[config.mk]
export PLATFORM = sky130hd
export DESIGN_NAME = vectored_irq_and_trap_control
export DESIGN_NICKNAME = d
export VERILOG_FILES = /design/src/hdl/irq_ctl_pkg.sv /design/src/hdl/vector_addr_gen.sv /design/src/hdl/vectored_irq_and_trap_control.sv
export SDC_FILE = /design/constraint.sdc
export NUM_CORES = 1
export LEC_CHECK = 0
export BUFFER_PORTS_ARGS = -buffer_cell sky130_fd_sc_hd__buf_2
export CORE_UTILIZATION = 48
export DETAILED_ROUTE_END_ITERATION = 8
export GPL_TIMING_DRIVEN = 0
export HOLD_SLACK_MARGIN = 0.12
export PLACE_DENSITY = 0.79
export SLEW_MARGIN = 20
export SYNTH_ARGS = -nofsm -noshare
export SYNTH_HDL_FRONTEND = slang
export SYNTH_SLANG_ARGS = --single-unit
[constraint.sdc]
create_clock -name i_core_clk -period 4.4 [get_ports i_core_clk]
set_clock_uncertainty 0.15 [all_clocks]
set_input_delay 0.22 -clock i_core_clk [delete_from_list [all_inputs] [get_ports i_core_clk]]
set_output_delay 0.22 -clock i_core_clk [all_outputs]
set_load 0.1 [all_outputs]
[src/hdl/irq_ctl_pkg.sv]
package irq_ctl_pkg;

   // Internal I/O addresses of the two I/O-mapped registers.
   localparam logic [7:0] VEC_LOW_ADDR = 8'h33;
   localparam logic [7:0] TRAP_CTL_ADDR = 8'h34;

   // Reset values.
   localparam logic [7:0] VEC_HIGH_RST = 8'h00;
   localparam logic [2:0] VEC_LOW_RST = 3'h0;
   localparam logic [2:0] EXT_EN_RST = 3'h1;

   // Field positions in the vector-low register.
   localparam int VEC_LOW_MSB = 7;
   localparam int VEC_LOW_LSB = 5;
   localparam int SRC_CODE_W = 5;

   // Field positions in the trap and interrupt control register.
   localparam int TRAP_FLAG_BIT = 7;
   localparam int FAULT_POS_BIT = 6;
   localparam int EXT_EN_MSB = 2;
   localparam int EXT_EN_LSB = 0;

   // Restart address of the trap.
   localparam logic [15:0] TRAP_RESTART = 16'h0000;

   // Wait states added to an external vector fetch.
   localparam int EXT_WAIT_STATES = 2;
   localparam logic [1:0] EXT_WAIT_LAST = 2'(EXT_WAIT_STATES - 1);

   // Timing figures; the clock runs at 10 MHz.
   localparam int CLK_PERIOD_NS = 100;

   // Register-port access from the instruction sequencer.
   typedef struct packed {
      logic wr;
      logic rd;
      logic [7:0] addr;
      logic [7:0] wdata;
   } io_req_t;

   // One-cycle instruction and acceptance events from the sequencer.
   typedef struct packed {
      logic enable_irq_op;
      logic disable_irq_op;
      logic nonmaskable_return_op;
      logic irq_return_op;
      logic nmi_accept;
      logic irq_accept;
      logic ld_a_from_i;
      logic ld_a_from_r;
      logic ld_i_from_a;
   } core_ops_t;

   // Start of a vectored table fetch.
   typedef struct packed {
      logic start;
      logic external;
      logic [SRC_CODE_W-1:0] src_code;
   } vec_req_t;

   // Report of an undefined opcode fetch.
   typedef struct packed {
      logic fetch;
      logic third_byte;
      logic [15:0] pc;
   } undef_t;

   typedef enum logic [2:0] {
      VEC_IDLE,
      VEC_EXT_WAIT,
      VEC_RD_LOW,
      VEC_RD_HIGH
   } vec_state_t;

   typedef enum logic [1:0] {
      TRAP_IDLE,
      TRAP_INSERT,
      TRAP_AFTER
   } trap_state_t;

endpackage

[src/hdl/vector_addr_gen.sv]
`timescale 1ns/1ps
module vector_addr_gen (
   input wire logic [7:0] i_vec_high,
   input wire logic [7:0] i_vec_low,
   input wire logic i_second,
   output logic [15:0] o_addr
);
   import irq_ctl_pkg::*;

   logic [15:0] base;

   // The base's high byte always comes from the vector-high register, so tables sit on 256-byte pages.
   assign base = {i_vec_high, i_vec_low};

   // Entries are low byte first; the second read is one byte on.
   assign o_addr = i_second ? 16'(base + 16'h0001) : base;

endmodule

[src/hdl/vectored_irq_and_trap_control.sv]
`timescale 1ns/1ps
// Contract
// - Table address upper byte is the vector-high register, any 256-byte page.
// - Read restart address from the table, then resume there.
// - Vector-high clears on reset; accessed only by register-transfer ops.
// - Low table byte is vector-low bits 7-5 plus fixed five-bit code.
// - Vector-low relocates the table in 32-byte steps; clears on reset.
// - Vector-low at I/O 33H, page-zero output writes, input reads.
// - Bit 7 of 34H set on undefined opcode; write 0 clears, 1 ignored.
// - Read-only bit 6 tells whether the second or third byte trapped.
// - Control bits 2-0 enable external inputs 2, 1, 0; zero masks.
// - Global enable zero refuses all maskable requests; disable clears, enable sets.
// - Nonmaskable entry copies global to saved enable, then clears global.
// - Nonmaskable return copies saved to global; saved unchanged.
// - Reset and disable clear both flags; enable sets both.
// - Maskable acceptance clears both flags; normal return and trap leave them.
// - Loading accumulator from I or R copies global enable to parity flag.
// - Undefined opcode traps regardless of global enable, also in mode-0 acknowledge.
// - Trap sets the flag, pushes faulting counter, restarts at zero.
// - No bus-release, refresh, DMA or wait right after trap state.
// - External input 0 masked if global enable or its bit is zero.
// - Table entries are two-byte addresses, low byte first, up to 128.
// - External vector fetch gets two automatic wait states.
module vectored_irq_and_trap_control #(
   parameter int NUM_INT_SRC = 8
) (
   input wire logic i_core_clk,
   input wire logic i_rst,
   input irq_ctl_pkg::io_req_t i_io,
   input irq_ctl_pkg::core_ops_t i_ops,
   input wire logic [7:0] i_acc,
   input wire logic [2:0] i_ext_irq,
   input wire logic [NUM_INT_SRC-1:0] i_int_irq,
   input irq_ctl_pkg::vec_req_t i_vec,
   input wire logic [7:0] i_ext_vector,
   input wire logic i_mem_ack,
   input wire logic [7:0] i_mem_rdata,
   input irq_ctl_pkg::undef_t i_undef,
   output logic [7:0] o_io_rdata,
   output logic o_io_hit,
   output logic [7:0] o_vector_high,
   output logic o_pv_flag,
   output logic o_pv_valid,
   output logic o_global_irq_enable,
   output logic o_saved_irq_enable,
   output logic [2:0] o_ext_irq_req,
   output logic o_int_irq_req,
   output logic o_ext_vec_wait,
   output logic o_mem_rd,
   output logic [15:0] o_mem_addr,
   output logic o_restart_valid,
   output logic [15:0] o_restart_addr,
   output logic o_trap_state,
   output logic o_no_insert,
   output logic o_trap_push,
   output logic [15:0] o_trap_pc
);
   import irq_ctl_pkg::*;

   // Only a handful of internal sources exist; wider vectors have no fixed codes.
   if (NUM_INT_SRC < 1 || NUM_INT_SRC > 8) begin : g_bad_src
      $error("NUM_INT_SRC must lie between 1 and 8");
   end

   logic [7:0] vector_high;
   logic [2:0] vector_low_reg;
   logic trap_flag;
   logic fault_byte_position;
   logic [2:0] ext_en;
   logic global_irq_enable;
   logic saved_irq_enable;
   logic [7:0] next_vector_high;
   logic [2:0] next_vector_low_reg;
   logic next_trap_flag;
   logic next_fault_byte_position;
   logic [2:0] next_ext_en;
   logic next_global_irq_enable;
   logic next_saved_irq_enable;
   logic [7:0] trap_irq_control;
   logic vec_low_sel;
   logic trap_ctl_sel;

   // Decode of the two internal I/O addresses.
   // page-zero I/O decode
   assign vec_low_sel = (i_io.addr == VEC_LOW_ADDR);
   assign trap_ctl_sel = (i_io.addr == TRAP_CTL_ADDR);

   // Readback image of the control register.
   // unused bits zero
   always_comb begin
      trap_irq_control = 8'h00;
      trap_irq_control[TRAP_FLAG_BIT] = trap_flag;
      trap_irq_control[FAULT_POS_BIT] = fault_byte_position;
      trap_irq_control[EXT_EN_MSB:EXT_EN_LSB] = ext_en;
   end

   // Next values of the programmable registers and the two enable flags.
   always_comb begin
      next_vector_high = vector_high;
      next_vector_low_reg = vector_low_reg;
      next_trap_flag = trap_flag;
      next_fault_byte_position = fault_byte_position;
      next_ext_en = ext_en;
      next_global_irq_enable = global_irq_enable;
      next_saved_irq_enable = saved_irq_enable;
      if (i_ops.ld_i_from_a) begin
         next_vector_high = i_acc;
      end
      if (i_io.wr && vec_low_sel) begin
         next_vector_low_reg = i_io.wdata[VEC_LOW_MSB:VEC_LOW_LSB];
      end
      if (i_io.wr && trap_ctl_sel) begin
         next_ext_en = i_io.wdata[EXT_EN_MSB:EXT_EN_LSB];
         if (!i_io.wdata[TRAP_FLAG_BIT]) begin
            next_trap_flag = 1'b0;
         end
      end
      // The hardware set is applied last so an undefined fetch beats a clearing write.
      // hardware sets flag
      if (i_undef.fetch) begin
         next_trap_flag = 1'b1;
         next_fault_byte_position = i_undef.third_byte;
      end
      // Only one instruction or acceptance is expected at once; the order resolves accidents.
      // nonmaskable entry
      if (i_ops.nmi_accept) begin
         next_saved_irq_enable = global_irq_enable;
         next_global_irq_enable = 1'b0;
      end else if (i_ops.irq_accept) begin
         next_global_irq_enable = 1'b0;
         next_saved_irq_enable = 1'b0;
      end else if (i_ops.disable_irq_op) begin
         next_global_irq_enable = 1'b0;
         next_saved_irq_enable = 1'b0;
      end else if (i_ops.enable_irq_op) begin
         next_global_irq_enable = 1'b1;
         next_saved_irq_enable = 1'b1;
      end else if (i_ops.nonmaskable_return_op) begin
         next_global_irq_enable = saved_irq_enable;
      end
   end

   // Register state; reset values are constants only.
   // vector-high reset
   always_ff @(posedge i_core_clk or posedge i_rst) begin
      if (i_rst) begin
         vector_high <= VEC_HIGH_RST;
         vector_low_reg <= VEC_LOW_RST;
         trap_flag <= 1'b0;
         fault_byte_position <= 1'b0;
         ext_en <= EXT_EN_RST;
         global_irq_enable <= 1'b0;
         saved_irq_enable <= 1'b0;
      end else begin
         vector_high <= next_vector_high;
         vector_low_reg <= next_vector_low_reg;
         trap_flag <= next_trap_flag;
         fault_byte_position <= next_fault_byte_position;
         ext_en <= next_ext_en;
         global_irq_enable <= next_global_irq_enable;
         saved_irq_enable <= next_saved_irq_enable;
      end
   end

   logic [7:0] next_io_rdata;
   logic next_io_hit;
   logic next_pv_flag;
   logic next_pv_valid;
   logic [2:0] next_ext_irq_req;
   logic next_int_irq_req;

   // Read port, parity copy and masked request lines.
   always_comb begin
      next_io_rdata = 8'h00;
      next_io_hit = 1'b0;
      if (i_io.rd && vec_low_sel) begin
         next_io_rdata = {vector_low_reg, 5'h00};
         next_io_hit = 1'b1;
      end else if (i_io.rd && trap_ctl_sel) begin
         next_io_rdata = trap_irq_control;
         next_io_hit = 1'b1;
      end
      next_pv_valid = i_ops.ld_a_from_i | i_ops.ld_a_from_r;
      next_pv_flag = next_pv_valid ? global_irq_enable : o_pv_flag;
      // The request lines mirror the core flags one cycle late, which the sequencer tolerates.
      // global gate
      next_ext_irq_req = global_irq_enable ? (i_ext_irq & ext_en) : 3'h0;
      next_int_irq_req = global_irq_enable & (|i_int_irq);
   end

   // Registered report outputs.
   always_ff @(posedge i_core_clk or posedge i_rst) begin
      if (i_rst) begin
         o_io_rdata <= 8'h00;
         o_io_hit <= 1'b0;
         o_pv_flag <= 1'b0;
         o_pv_valid <= 1'b0;
         o_ext_irq_req <= 3'h0;
         o_int_irq_req <= 1'b0;
         o_vector_high <= VEC_HIGH_RST;
         o_global_irq_enable <= 1'b0;
         o_saved_irq_enable <= 1'b0;
      end else begin
         o_io_rdata <= next_io_rdata;
         o_io_hit <= next_io_hit;
         o_pv_flag <= next_pv_flag;
         o_pv_valid <= next_pv_valid;
         o_ext_irq_req <= next_ext_irq_req;
         o_int_irq_req <= next_int_irq_req;
         o_vector_high <= next_vector_high;
         o_global_irq_enable <= next_global_irq_enable;
         o_saved_irq_enable <= next_saved_irq_enable;
      end
   end

   vec_state_t vec_state;
   vec_state_t next_vec_state;
   logic [7:0] table_low;
   logic [7:0] next_table_low;
   logic [7:0] restart_low;
   logic [7:0] next_restart_low;
   logic [1:0] wait_cnt;
   logic [1:0] next_wait_cnt;
   logic second_read;
   logic [15:0] table_addr;
   logic trap_busy;

   // Table address former.
   // vector-high as upper byte
   vector_addr_gen u_addr (
      .i_vec_high(vector_high),
      .i_vec_low(next_table_low),
      .i_second(second_read),
      .o_addr(table_addr)
   );

   assign second_read = (next_vec_state == VEC_RD_HIGH);

   logic next_ext_vec_wait;
   logic next_mem_rd;
   logic next_restart_valid;
   logic [15:0] next_restart_addr;
   logic vec_done;
   logic [15:0] vec_restart;

   // Vectored fetch sequence: optional external byte, then two table reads.
   always_comb begin
      next_vec_state = vec_state;
      next_table_low = table_low;
      next_restart_low = restart_low;
      next_wait_cnt = wait_cnt;
      vec_done = 1'b0;
      vec_restart = {i_mem_rdata, restart_low};
      case (vec_state)
         VEC_IDLE: begin
            // no external wait states right after the trap state; the sequencer retries.
            if (i_vec.start && i_vec.external && !trap_busy) begin
               next_wait_cnt = 2'h0;
               next_vec_state = VEC_EXT_WAIT;
            end else if (i_vec.start && !i_vec.external) begin
               // low byte from vector-low and code
               next_table_low = {vector_low_reg, i_vec.src_code};
               next_vec_state = VEC_RD_LOW;
            end
         end
         VEC_EXT_WAIT: begin
            if (wait_cnt == EXT_WAIT_LAST) begin
               next_table_low = i_ext_vector;
               next_vec_state = VEC_RD_LOW;
            end else begin
               next_wait_cnt = 2'(wait_cnt + 2'h1);
            end
         end
         VEC_RD_LOW: begin
            if (i_mem_ack) begin
               next_restart_low = i_mem_rdata;
               next_vec_state = VEC_RD_HIGH;
            end
         end
         VEC_RD_HIGH: begin
            if (i_mem_ack) begin
               vec_done = 1'b1;
               next_vec_state = VEC_IDLE;
            end
         end
         default: begin
            next_vec_state = VEC_IDLE;
         end
      endcase
      next_ext_vec_wait = (next_vec_state == VEC_EXT_WAIT);
      next_mem_rd = (next_vec_state == VEC_RD_LOW) || (next_vec_state == VEC_RD_HIGH);
   end

   always_ff @(posedge i_core_clk or posedge i_rst) begin
      if (i_rst) begin
         vec_state <= VEC_IDLE;
         table_low <= 8'h00;
         restart_low <= 8'h00;
         wait_cnt <= 2'h0;
      end else begin
         vec_state <= next_vec_state;
         table_low <= next_table_low;
         restart_low <= next_restart_low;
         wait_cnt <= next_wait_cnt;
      end
   end

   trap_state_t trap_state;
   trap_state_t next_trap_state;
   logic [15:0] trap_pc;
   logic [15:0] next_trap_pc;
   logic next_trap_state_out;
   logic next_no_insert;
   logic next_trap_push;

   // A start now would put wait states in the cycle right after the insert state.
   assign trap_busy = i_undef.fetch || (trap_state == TRAP_INSERT);

   // Trap sequence: the insert state, then the restart at zero with nothing slipped in.
   // trap ignores global enable
   always_comb begin
      next_trap_state = trap_state;
      next_trap_pc = trap_pc;
      case (trap_state)
         TRAP_IDLE: begin
            if (i_undef.fetch) begin
               next_trap_pc = i_undef.pc;
               next_trap_state = TRAP_INSERT;
            end
         end
         TRAP_INSERT: begin
            next_trap_state = TRAP_AFTER;
         end
         TRAP_AFTER: begin
            next_trap_state = TRAP_IDLE;
         end
         default: begin
            next_trap_state = TRAP_IDLE;
         end
      endcase
      next_trap_state_out = (next_trap_state == TRAP_INSERT);
      next_no_insert = (next_trap_state == TRAP_AFTER);
      next_trap_push = (next_trap_state == TRAP_INSERT);
      // The trap owns the restart port when both finish together; a vector fetch is lost then.
      next_restart_valid = vec_done || (next_trap_state == TRAP_AFTER);
      next_restart_addr = vec_restart;
      if (next_trap_state == TRAP_AFTER) begin
         next_restart_addr = TRAP_RESTART;
      end
   end

   always_ff @(posedge i_core_clk or posedge i_rst) begin
      if (i_rst) begin
         trap_state <= TRAP_IDLE;
         trap_pc <= 16'h0000;
         o_trap_state <= 1'b0;
         o_no_insert <= 1'b0;
         o_trap_push <= 1'b0;
         o_trap_pc <= 16'h0000;
         o_ext_vec_wait <= 1'b0;
         o_mem_rd <= 1'b0;
         o_mem_addr <= 16'h0000;
         o_restart_valid <= 1'b0;
         o_restart_addr <= 16'h0000;
      end else begin
         trap_state <= next_trap_state;
         trap_pc <= next_trap_pc;
         o_trap_state <= next_trap_state_out;
         o_no_insert <= next_no_insert;
         o_trap_push <= next_trap_push;
         o_trap_pc <= next_trap_pc;
         o_ext_vec_wait <= next_ext_vec_wait;
         o_mem_rd <= next_mem_rd;
         o_mem_addr <= table_addr;
         o_restart_valid <= next_restart_valid;
         o_restart_addr <= next_restart_addr;
      end
   end

endmodule

==> flow_metrics.env, run 1 <==
export IMPL_status="completed"
export IMPL_gp_congestion=0.812
export IMPL_ctsHtreeMaxLevel=3
export IMPL_worstPathArrival_ns=3.06
export IMPL_reg2reg_from="wait_cnt[0]"
export IMPL_critPathKind="flip-flop to flip-flop"
export IMPL_fillers=571
export IMPL_grtUsageTotal=0.230
export IMPL_synth_area_leaders="dfrtp_1 (62%), mux2_2 (11%), and2_1 (3.1%), xnor2_1 (1.6%), xor2_1 (1.6%)"
export IMPL_final_layout_size_suffix_gt1_frac=0.443
export IMPL_slew_violations=0
export IMPL_insertion_delay_ns=0.36
export IMPL_drv_cap=0
export IMPL_yosysUniqueCellTypes=49
export IMPL_dpl_instance_area_um2=5240
export IMPL_ys_seq_area_frac=0.624
export IMPL_hold_viol=0
export IMPL_drt_iter0_drc=77
export IMPL_grt_antenna_before_repair=0
export IMPL_cts_made_buffers=9
export IMPL_leakage_nw=3.10
export IMPL_endpoint_kind="flip-flop"
export IMPL_cts_hold_buf=73
export IMPL_whs_endpoint="o_vector_high[3]"
export IMPL_synth_most_common_cell="dfrtp_1"
export IMPL_ys_flop_type="dfrtp_1"
export IMPL_wl_per_cell_um=15.1
export IMPL_min_path_type="primary input to flip-flop"
export IMPL_die_h_um=96.2
export IMPL_first_pass_iters=4
export IMPL_avgSynthCellArea_um2=13.7
export IMPL_die_area_um2=9250
export IMPL_hp_start="i_ops[0]"
export IMPL_grt_util_met3=0.0537
export IMPL_hold_depth=2
export IMPL_layout_top_registers="o_mem_addr x16, o_restart_addr x16, trap_pc x16"
export IMPL_worstPathMaxFanout=7
export IMPL_diodes=0
export IMPL_cp_common_cell="ha_1"
export IMPL_ys_ff_latch=106
export IMPL_synth_top_area_cell="dfrtp_1"
export IMPL_ir_drop_mv=0.502
export IMPL_coreArea_um2=8380
export IMPL_fin_tns_setup_ns=0
export IMPL_path_cells="ha_1 > and4bb_4 > a21oi_4 > a221o_2 > ha_1 > nand3_1 > nor4_1 > and4_4 > buf_6 > nor4bb_4 > xor2_1"
export IMPL_power_density_nw_per_um2=580
export IMPL_r2r_slack_ns=1.47
export IMPL_instances_no_fill=669
export IMPL_fin_ws_ns=1.47
export IMPL_required_ns=4.54
export IMPL_num_vias=3321
export IMPL_dp_slack_ns=1.51
export IMPL_yosys_top_cells_count="dfrtp_1 (105), mux2_2 (40), and2_1 (21)"
export IMPL_fin_crit_sh=0.665
export IMPL_post_cts_setup_buffers=0
export IMPL_io_buffers=162
export IMPL_initial_core_util=0.508
export IMPL_slowest_delay_ns=0.40
export IMPL_grt_pass1_vias=3346
export IMPL_dp_cells=580
export IMPL_synth_edf_count=0
export IMPL_worstMarginPinSlew_ns=0.694
export IMPL_overflow=0
export IMPL_period_minus_slack_ns=2.93
export IMPL_final_nets=651
export IMPL_whs_ns=0.162
export IMPL_die_w_um=96.2
export IMPL_setup_violations_final=0
export IMPL_core_rowCount=33
export IMPL_reg2regPathDepth=11
export IMPL_drc=0
export IMPL_use_met2=0.383
export IMPL_grt_busiest_layer="met2"
export IMPL_grt_max_degree=61
export IMPL_design_area_um2=6170
export IMPL_clock_path_buffers=2
export IMPL_clk_pin_slew_ns=0.10
export IMPL_vias_per_cell=4.96
export IMPL_r2r_end="o_mem_addr[12]"
export IMPL_cts_tree="done"
export IMPL_netlist_instances=310
export IMPL_synth_warning_count=0
export IMPL_synth_top_area_frac=0.617
export IMPL_dp_hpwl_mm=6.41
export IMPL_synth_area_um2=4260
export IMPL_synthArstFlopShare=1.00
export IMPL_ctsRootBufferMaster="clkbuf_8"
export IMPL_wl_mm=10.1
export IMPL_rsz0062_at_grt="no"
export IMPL_ioPinCount=169
export IMPL_grt_pass1_wl_mm=15.8
export IMPL_clock_sinks=106
export IMPL_syn_to_final_growth_pct=44.9
export IMPL_use_met1=0.287
export IMPL_cp_start_kind="flip-flop"
export IMPL_slew_headroom=0.536
export IMPL_cts_resized=0
export IMPL_final_antenna_net_count=0
export IMPL_fmax_mhz=342
export IMPL_cp_slowest_cell="dfrtp_1"
[cells by family after synthesis]
logic type                 share of synthesized area
other                                       0.000881
buffers and inverters                         0.0238
adders and majority gates                    0.00588
DFF                                            0.624
and+or+nand+nor                                0.157
AOI/OAI and AO/OA                             0.0476
muxes                                          0.108
xor gates and xnor gates                      0.0329
[per-stage QoR]
stage               total power, W   util
global placement           0.00289  0.621
CTS                        0.00359  0.736
global route               0.00374  0.736
detailed placement         0.00291  0.625
finish                     0.00358  0.736
floorplan                  0.00264      -
[how the worst max path moves through the flow]
stage | endpoint | slack, ns | start | depth (start not counted)
2_1_floorplan | ext_en[1] | 1.24 | i_rst | 1
3_3_place_gp | o_mem_addr[15] | 0.16 | i_rst | 2
3_5_place_dp | o_mem_addr[12] | 1.51 | wait_cnt[0] | 11
4_1_cts | o_mem_addr[12] | 1.49 | wait_cnt[0] | 11
5_1_grt | o_mem_addr[12] | 1.24 | wait_cnt[0] | 11
6_report | o_mem_addr[12] | 1.47 | wait_cnt[0] | 11
[power breakdown]
group	switching (W)	internal (W)
sequential	0.0000910	0.00119
combinational	0.00131	0.000380
clock	0.000335	0.000269
[metal layers]
metal | wire [µm] | up-vias
met5 | 0 | -
met2 | 5290 | 102
met1 | 4090 | 1618
met4 | 299 | 0
li1 | - | 1575
met3 | 433 | 26
[worst max-delay path, delay by kind of cell (launching register included)]
kind                     cells  cell delay [ns]
XOR/XNOR                     1             0.17
AND/OR/NAND/NOR              5             1.14
buffers and inverters        1             0.11
adder cells (fa/ha/maj)      2             0.41
AO/OA/AOI/OAI                2             0.47
flip-flops                   1             0.40
[area by class of cell]
class | count | area [µm²] | area share
sequential | 106 | 2650 | 0.430
clock buffer | 9 | 124 | 0.0201
buffer | 10 | 75.1 | 0.0122
inverter | 7 | 31.3 | 0.00507
clock inverter | 7 | 75.1 | 0.0122
multi-input combinational | 189 | 1510 | 0.244
timing repair buffer | 236 | 1570 | 0.254
tap | 105 | 131 | 0.0213
[placed cells by master (no fill, tap or decap), types with 2 or more instances in the layout]
master	synthesis	final
buf_2	0	162
dfrtp_1	105	105
dlygate4sd3_1	0	73
mux2_2	40	40
and2_1	21	21
nand2_1	16	16
nor2_1	13	13
clkbuf_8	0	9
xor2_1	8	8
and3_1	8	8
xnor2_1	8	8
nor4_1	6	6
o21ai_0	6	6
inv_1	7	6
nand3_1	5	5
a221o_2	5	5
buf_4	4	4
a211oi_1	4	4
inv_6	0	4
clkbuf_1	3	3
nand2b_1	3	3
buf_6	3	3
nor2b_1	3	3
nand4_2	3	3
nor3_1	3	3
conb_1	1	3
nor3b_1	2	2
nor3_2	2	2
and2_0	2	2
a21oi_1	2	2
nand4_1	2	2
nor4_2	2	2
a22oi_1	2	2
ha_1	2	2
clkinv_2	0	2
Note: power is estimated with default switching activity, not from simulation.
==> run 2, diff against run 1 <==
ABC_AREA = 1   (was not set)
CORE_UTILIZATION = 49   (was 48)
PLACE_DENSITY = 0.8   (was 0.79)
clock period = 2.7 ns   (was 4.4 ns; I/O delays follow)
==> run 2 against run 1 <==
  * The flow now finishes with violations (DRC)
  * Sequential share of layout area is 4.1 points lower
  * Hold slack worse by 0.051 ns
  * Combinational power is 110% higher
  * Area after synthesis is 6.4% higher
  * First-iteration DRC count grew to 3.4 times the previous value
  * Critical endpoint unchanged
  * Total power is 87% higher
  * Design area is 11% higher
  * Clock-buffer cell count stayed put
  * Via count is 41% higher
  * Largest power group unchanged
==> flow_metrics.env, run 2 <==
export IMPL_min_path_type="primary input to flip-flop"
export IMPL_synthArstFlopShare=1.00
export IMPL_synth_area_leaders="dfrtp_1 (58%), nand2_1 (11%), inv_1 (5.2%), o21ai_0 (3.6%), nor2_1 (3.5%)"
export IMPL_grt_pass1_wl_mm=22.5
export IMPL_io_buffers=163
export IMPL_final_antenna_net_count=0
export IMPL_worstPathArrival_ns=2.74
export IMPL_vias_per_cell=5.27
export IMPL_yosysUniqueCellTypes=33
export IMPL_final_nets=870
export IMPL_ys_ff_latch=106
export IMPL_fin_tns_setup_ns=0
export IMPL_coreArea_um2=8850
export IMPL_syn_to_final_growth_pct=50.6
export IMPL_worstPathMaxFanout=7
export IMPL_core_rowCount=34
export IMPL_synth_top_area_frac=0.580
export IMPL_layout_top_registers="o_mem_addr x16, o_restart_addr x16, trap_pc x16"
export IMPL_whs_ns=0.110
export IMPL_drc=10
export IMPL_period_minus_slack_ns=2.61
export IMPL_gp_congestion=0.838
export IMPL_cts_made_buffers=9
export IMPL_r2r_slack_ns=0.17
export IMPL_slew_headroom=0.449
export IMPL_final_common_cell="buf_2"
export IMPL_critPathKind="primary input to flip-flop"
export IMPL_num_vias=4693
export IMPL_slew_violations=0
export IMPL_reg2regPathDepth=14
export IMPL_ir_drop_mv=0.834
export IMPL_reg2reg_from="wait_cnt[0]"
export IMPL_overflow=0
export IMPL_grt_antenna_before_repair=0
export IMPL_drt_iter0_drc=264
export IMPL_hold_viol=0
export IMPL_clk_pin_slew_ns=0.12
export IMPL_dpl_instance_area_um2=5550
export IMPL_final_cell_mix="buf_2 (163), nand2_1 (135), dfrtp_1 (105), dlygate4sd3_1 (103), inv_1 (62)"
export IMPL_grtUsageTotal=0.301
export IMPL_diodes=0
export IMPL_r2r_end="o_mem_addr[8]"
export IMPL_design_area_um2=6820
export IMPL_hp_start="i_io[10]"
export IMPL_synth_most_common_cell="nand2_1"
export IMPL_cts_tree="done"
export IMPL_initial_core_util=0.512
export IMPL_synth_top_area_cell="dfrtp_1"
export IMPL_wl_mm=14.7
export IMPL_violations="DRC"
export IMPL_grt_pass1_vias=4833
export IMPL_ioPinCount=169
export IMPL_wl_per_cell_um=16.5
export IMPL_endpoint_kind="flip-flop"
export IMPL_final_core_util=0.771
export IMPL_fmax_mhz=383
export IMPL_clock_sinks=106
export IMPL_required_ns=2.83
export IMPL_die_w_um=98.1
export IMPL_hold_depth=5
export IMPL_synth_warning_count=0
export IMPL_ctsRootBufferMaster="clkbuf_8"
export IMPL_setup_violations_final=0
export IMPL_post_cts_setup_buffers=0
export IMPL_ys_flop_type="dfrtp_1"
export IMPL_final_layout_size_suffix_gt1_frac=0.294
export IMPL_cp_start_kind="primary input"
export IMPL_die_area_um2=9630
export IMPL_synth_edf_count=0
export IMPL_dp_hpwl_mm=8.00
export IMPL_power_total_w=0.00669
export IMPL_insertion_delay_ns=0.39
export IMPL_status="complete, but fails checks"
export IMPL_fillers=526
export IMPL_leakage_nw=3.68
export IMPL_drv_cap=0
export IMPL_grt_max_degree=36
export IMPL_avgSynthCellArea_um2=9.13
export IMPL_yosys_top_cells_count="nand2_1 (136), dfrtp_1 (105), inv_1 (63)"
export IMPL_first_pass_iters=7
export IMPL_clock_path_buffers=2
export IMPL_power_density_nw_per_um2=982
export IMPL_synth_area_um2=4530
export IMPL_netlist_instances=496
export IMPL_whs_endpoint="vector_low_reg[2]"
export IMPL_ctsHtreeMaxLevel=3
export IMPL_fin_crit_sh=0.966
export IMPL_ys_seq_area_frac=0.586
export IMPL_die_h_um=98.1
export IMPL_worstMarginPinSlew_ns=0.823
## run 2: metal layers
layer  track usage  routed length, µm  share of wire
met2         0.532               7510           0.51
met5             0                  0              0
met3        0.0601               1100          0.074
met4         0.202                980          0.066
met1         0.327               5150           0.35
## run 2: power breakdown
group | switching [W] | internal (W) | total, W
clock | 0.000606 | 0.000449 | 0.00105
combinational | 0.00275 | 0.000743 | 0.00349
sequential | 0.000188 | 0.00196 | 0.00215
total | 0.00354 | 0.00315 | 0.00669
## run 2: cell families after synthesis
group | after synthesis | share of synthesized area
flip-flops | 106 | 0.586
AND/OR/NAND/NOR | 255 | 0.267
buffers and inverters | 79 | 0.0710
other | 1 | 0.000828
AO/OA/AOI/OAI | 44 | 0.0506
XOR/XNOR | 9 | 0.0191
adder cells (fa/ha/maj) | 2 | 0.00552
## run 2: timing repair
action	CTS	global route
gates resized for setup	0	6
setup endpoints to repair	0	6
hold endpoints to repair	185	0
hold buffers	103	0
## run 2: worst max-delay path by stage
stage / from / to / slack [ns] / cells past startpoint
floorplan: o_no_insert / wait_cnt[0] / 0.47 / 6
global placement: wait_cnt[0] / o_mem_addr[8] / 0.29 / 14
detailed placement: wait_cnt[0] / o_mem_addr[8] / 0.14 / 14
CTS: i_io[11] / vector_low_reg[1] / 0.08 / 8
global route: wait_cnt[0] / o_mem_addr[14] / -0.01 / 16
finish: i_vec[5] / o_mem_addr[12] / 0.09 / 16
## run 2: metrics by stage
stage | setup slack [ns] | cells
global route | -0.0116 | 891
CTS | 0.0833 | 891
finish | 0.0921 | 891
global placement | 0.289 | 769
floorplan | 0.467 | 498
detailed placement | 0.143 | 772
## run 2: area by class of cell
type                    instances  area [µm²]  area share
plain buffers                  10        60.1     0.00881
clock buffers                   9         124      0.0182
clock inverters                 7        86.3      0.0127
inverters                      69         265      0.0389
multi-input cells             313        1590       0.233
flip-flops and latches        106        2650       0.389
well taps                     108         135      0.0198
repair buffers                269        1910       0.280
## run 2: worst max-delay path, stage by stage
cell and delay (ns):
dlygate4sd3_1 0.57, buf_2 0.16, nor2_4 0.23, dlygate4sd3_1 0.63
nand2_2 0.09, nand3_2 0.08, nand2_2 0.08, ha_1 0.20
inv_1 0.09, nor2_4 0.05, nand2_2 0.11, nor2_4 0.06
nand3_1 0.08, nand2_1 0.06, nand2_1 0.06, inv_1 0.04
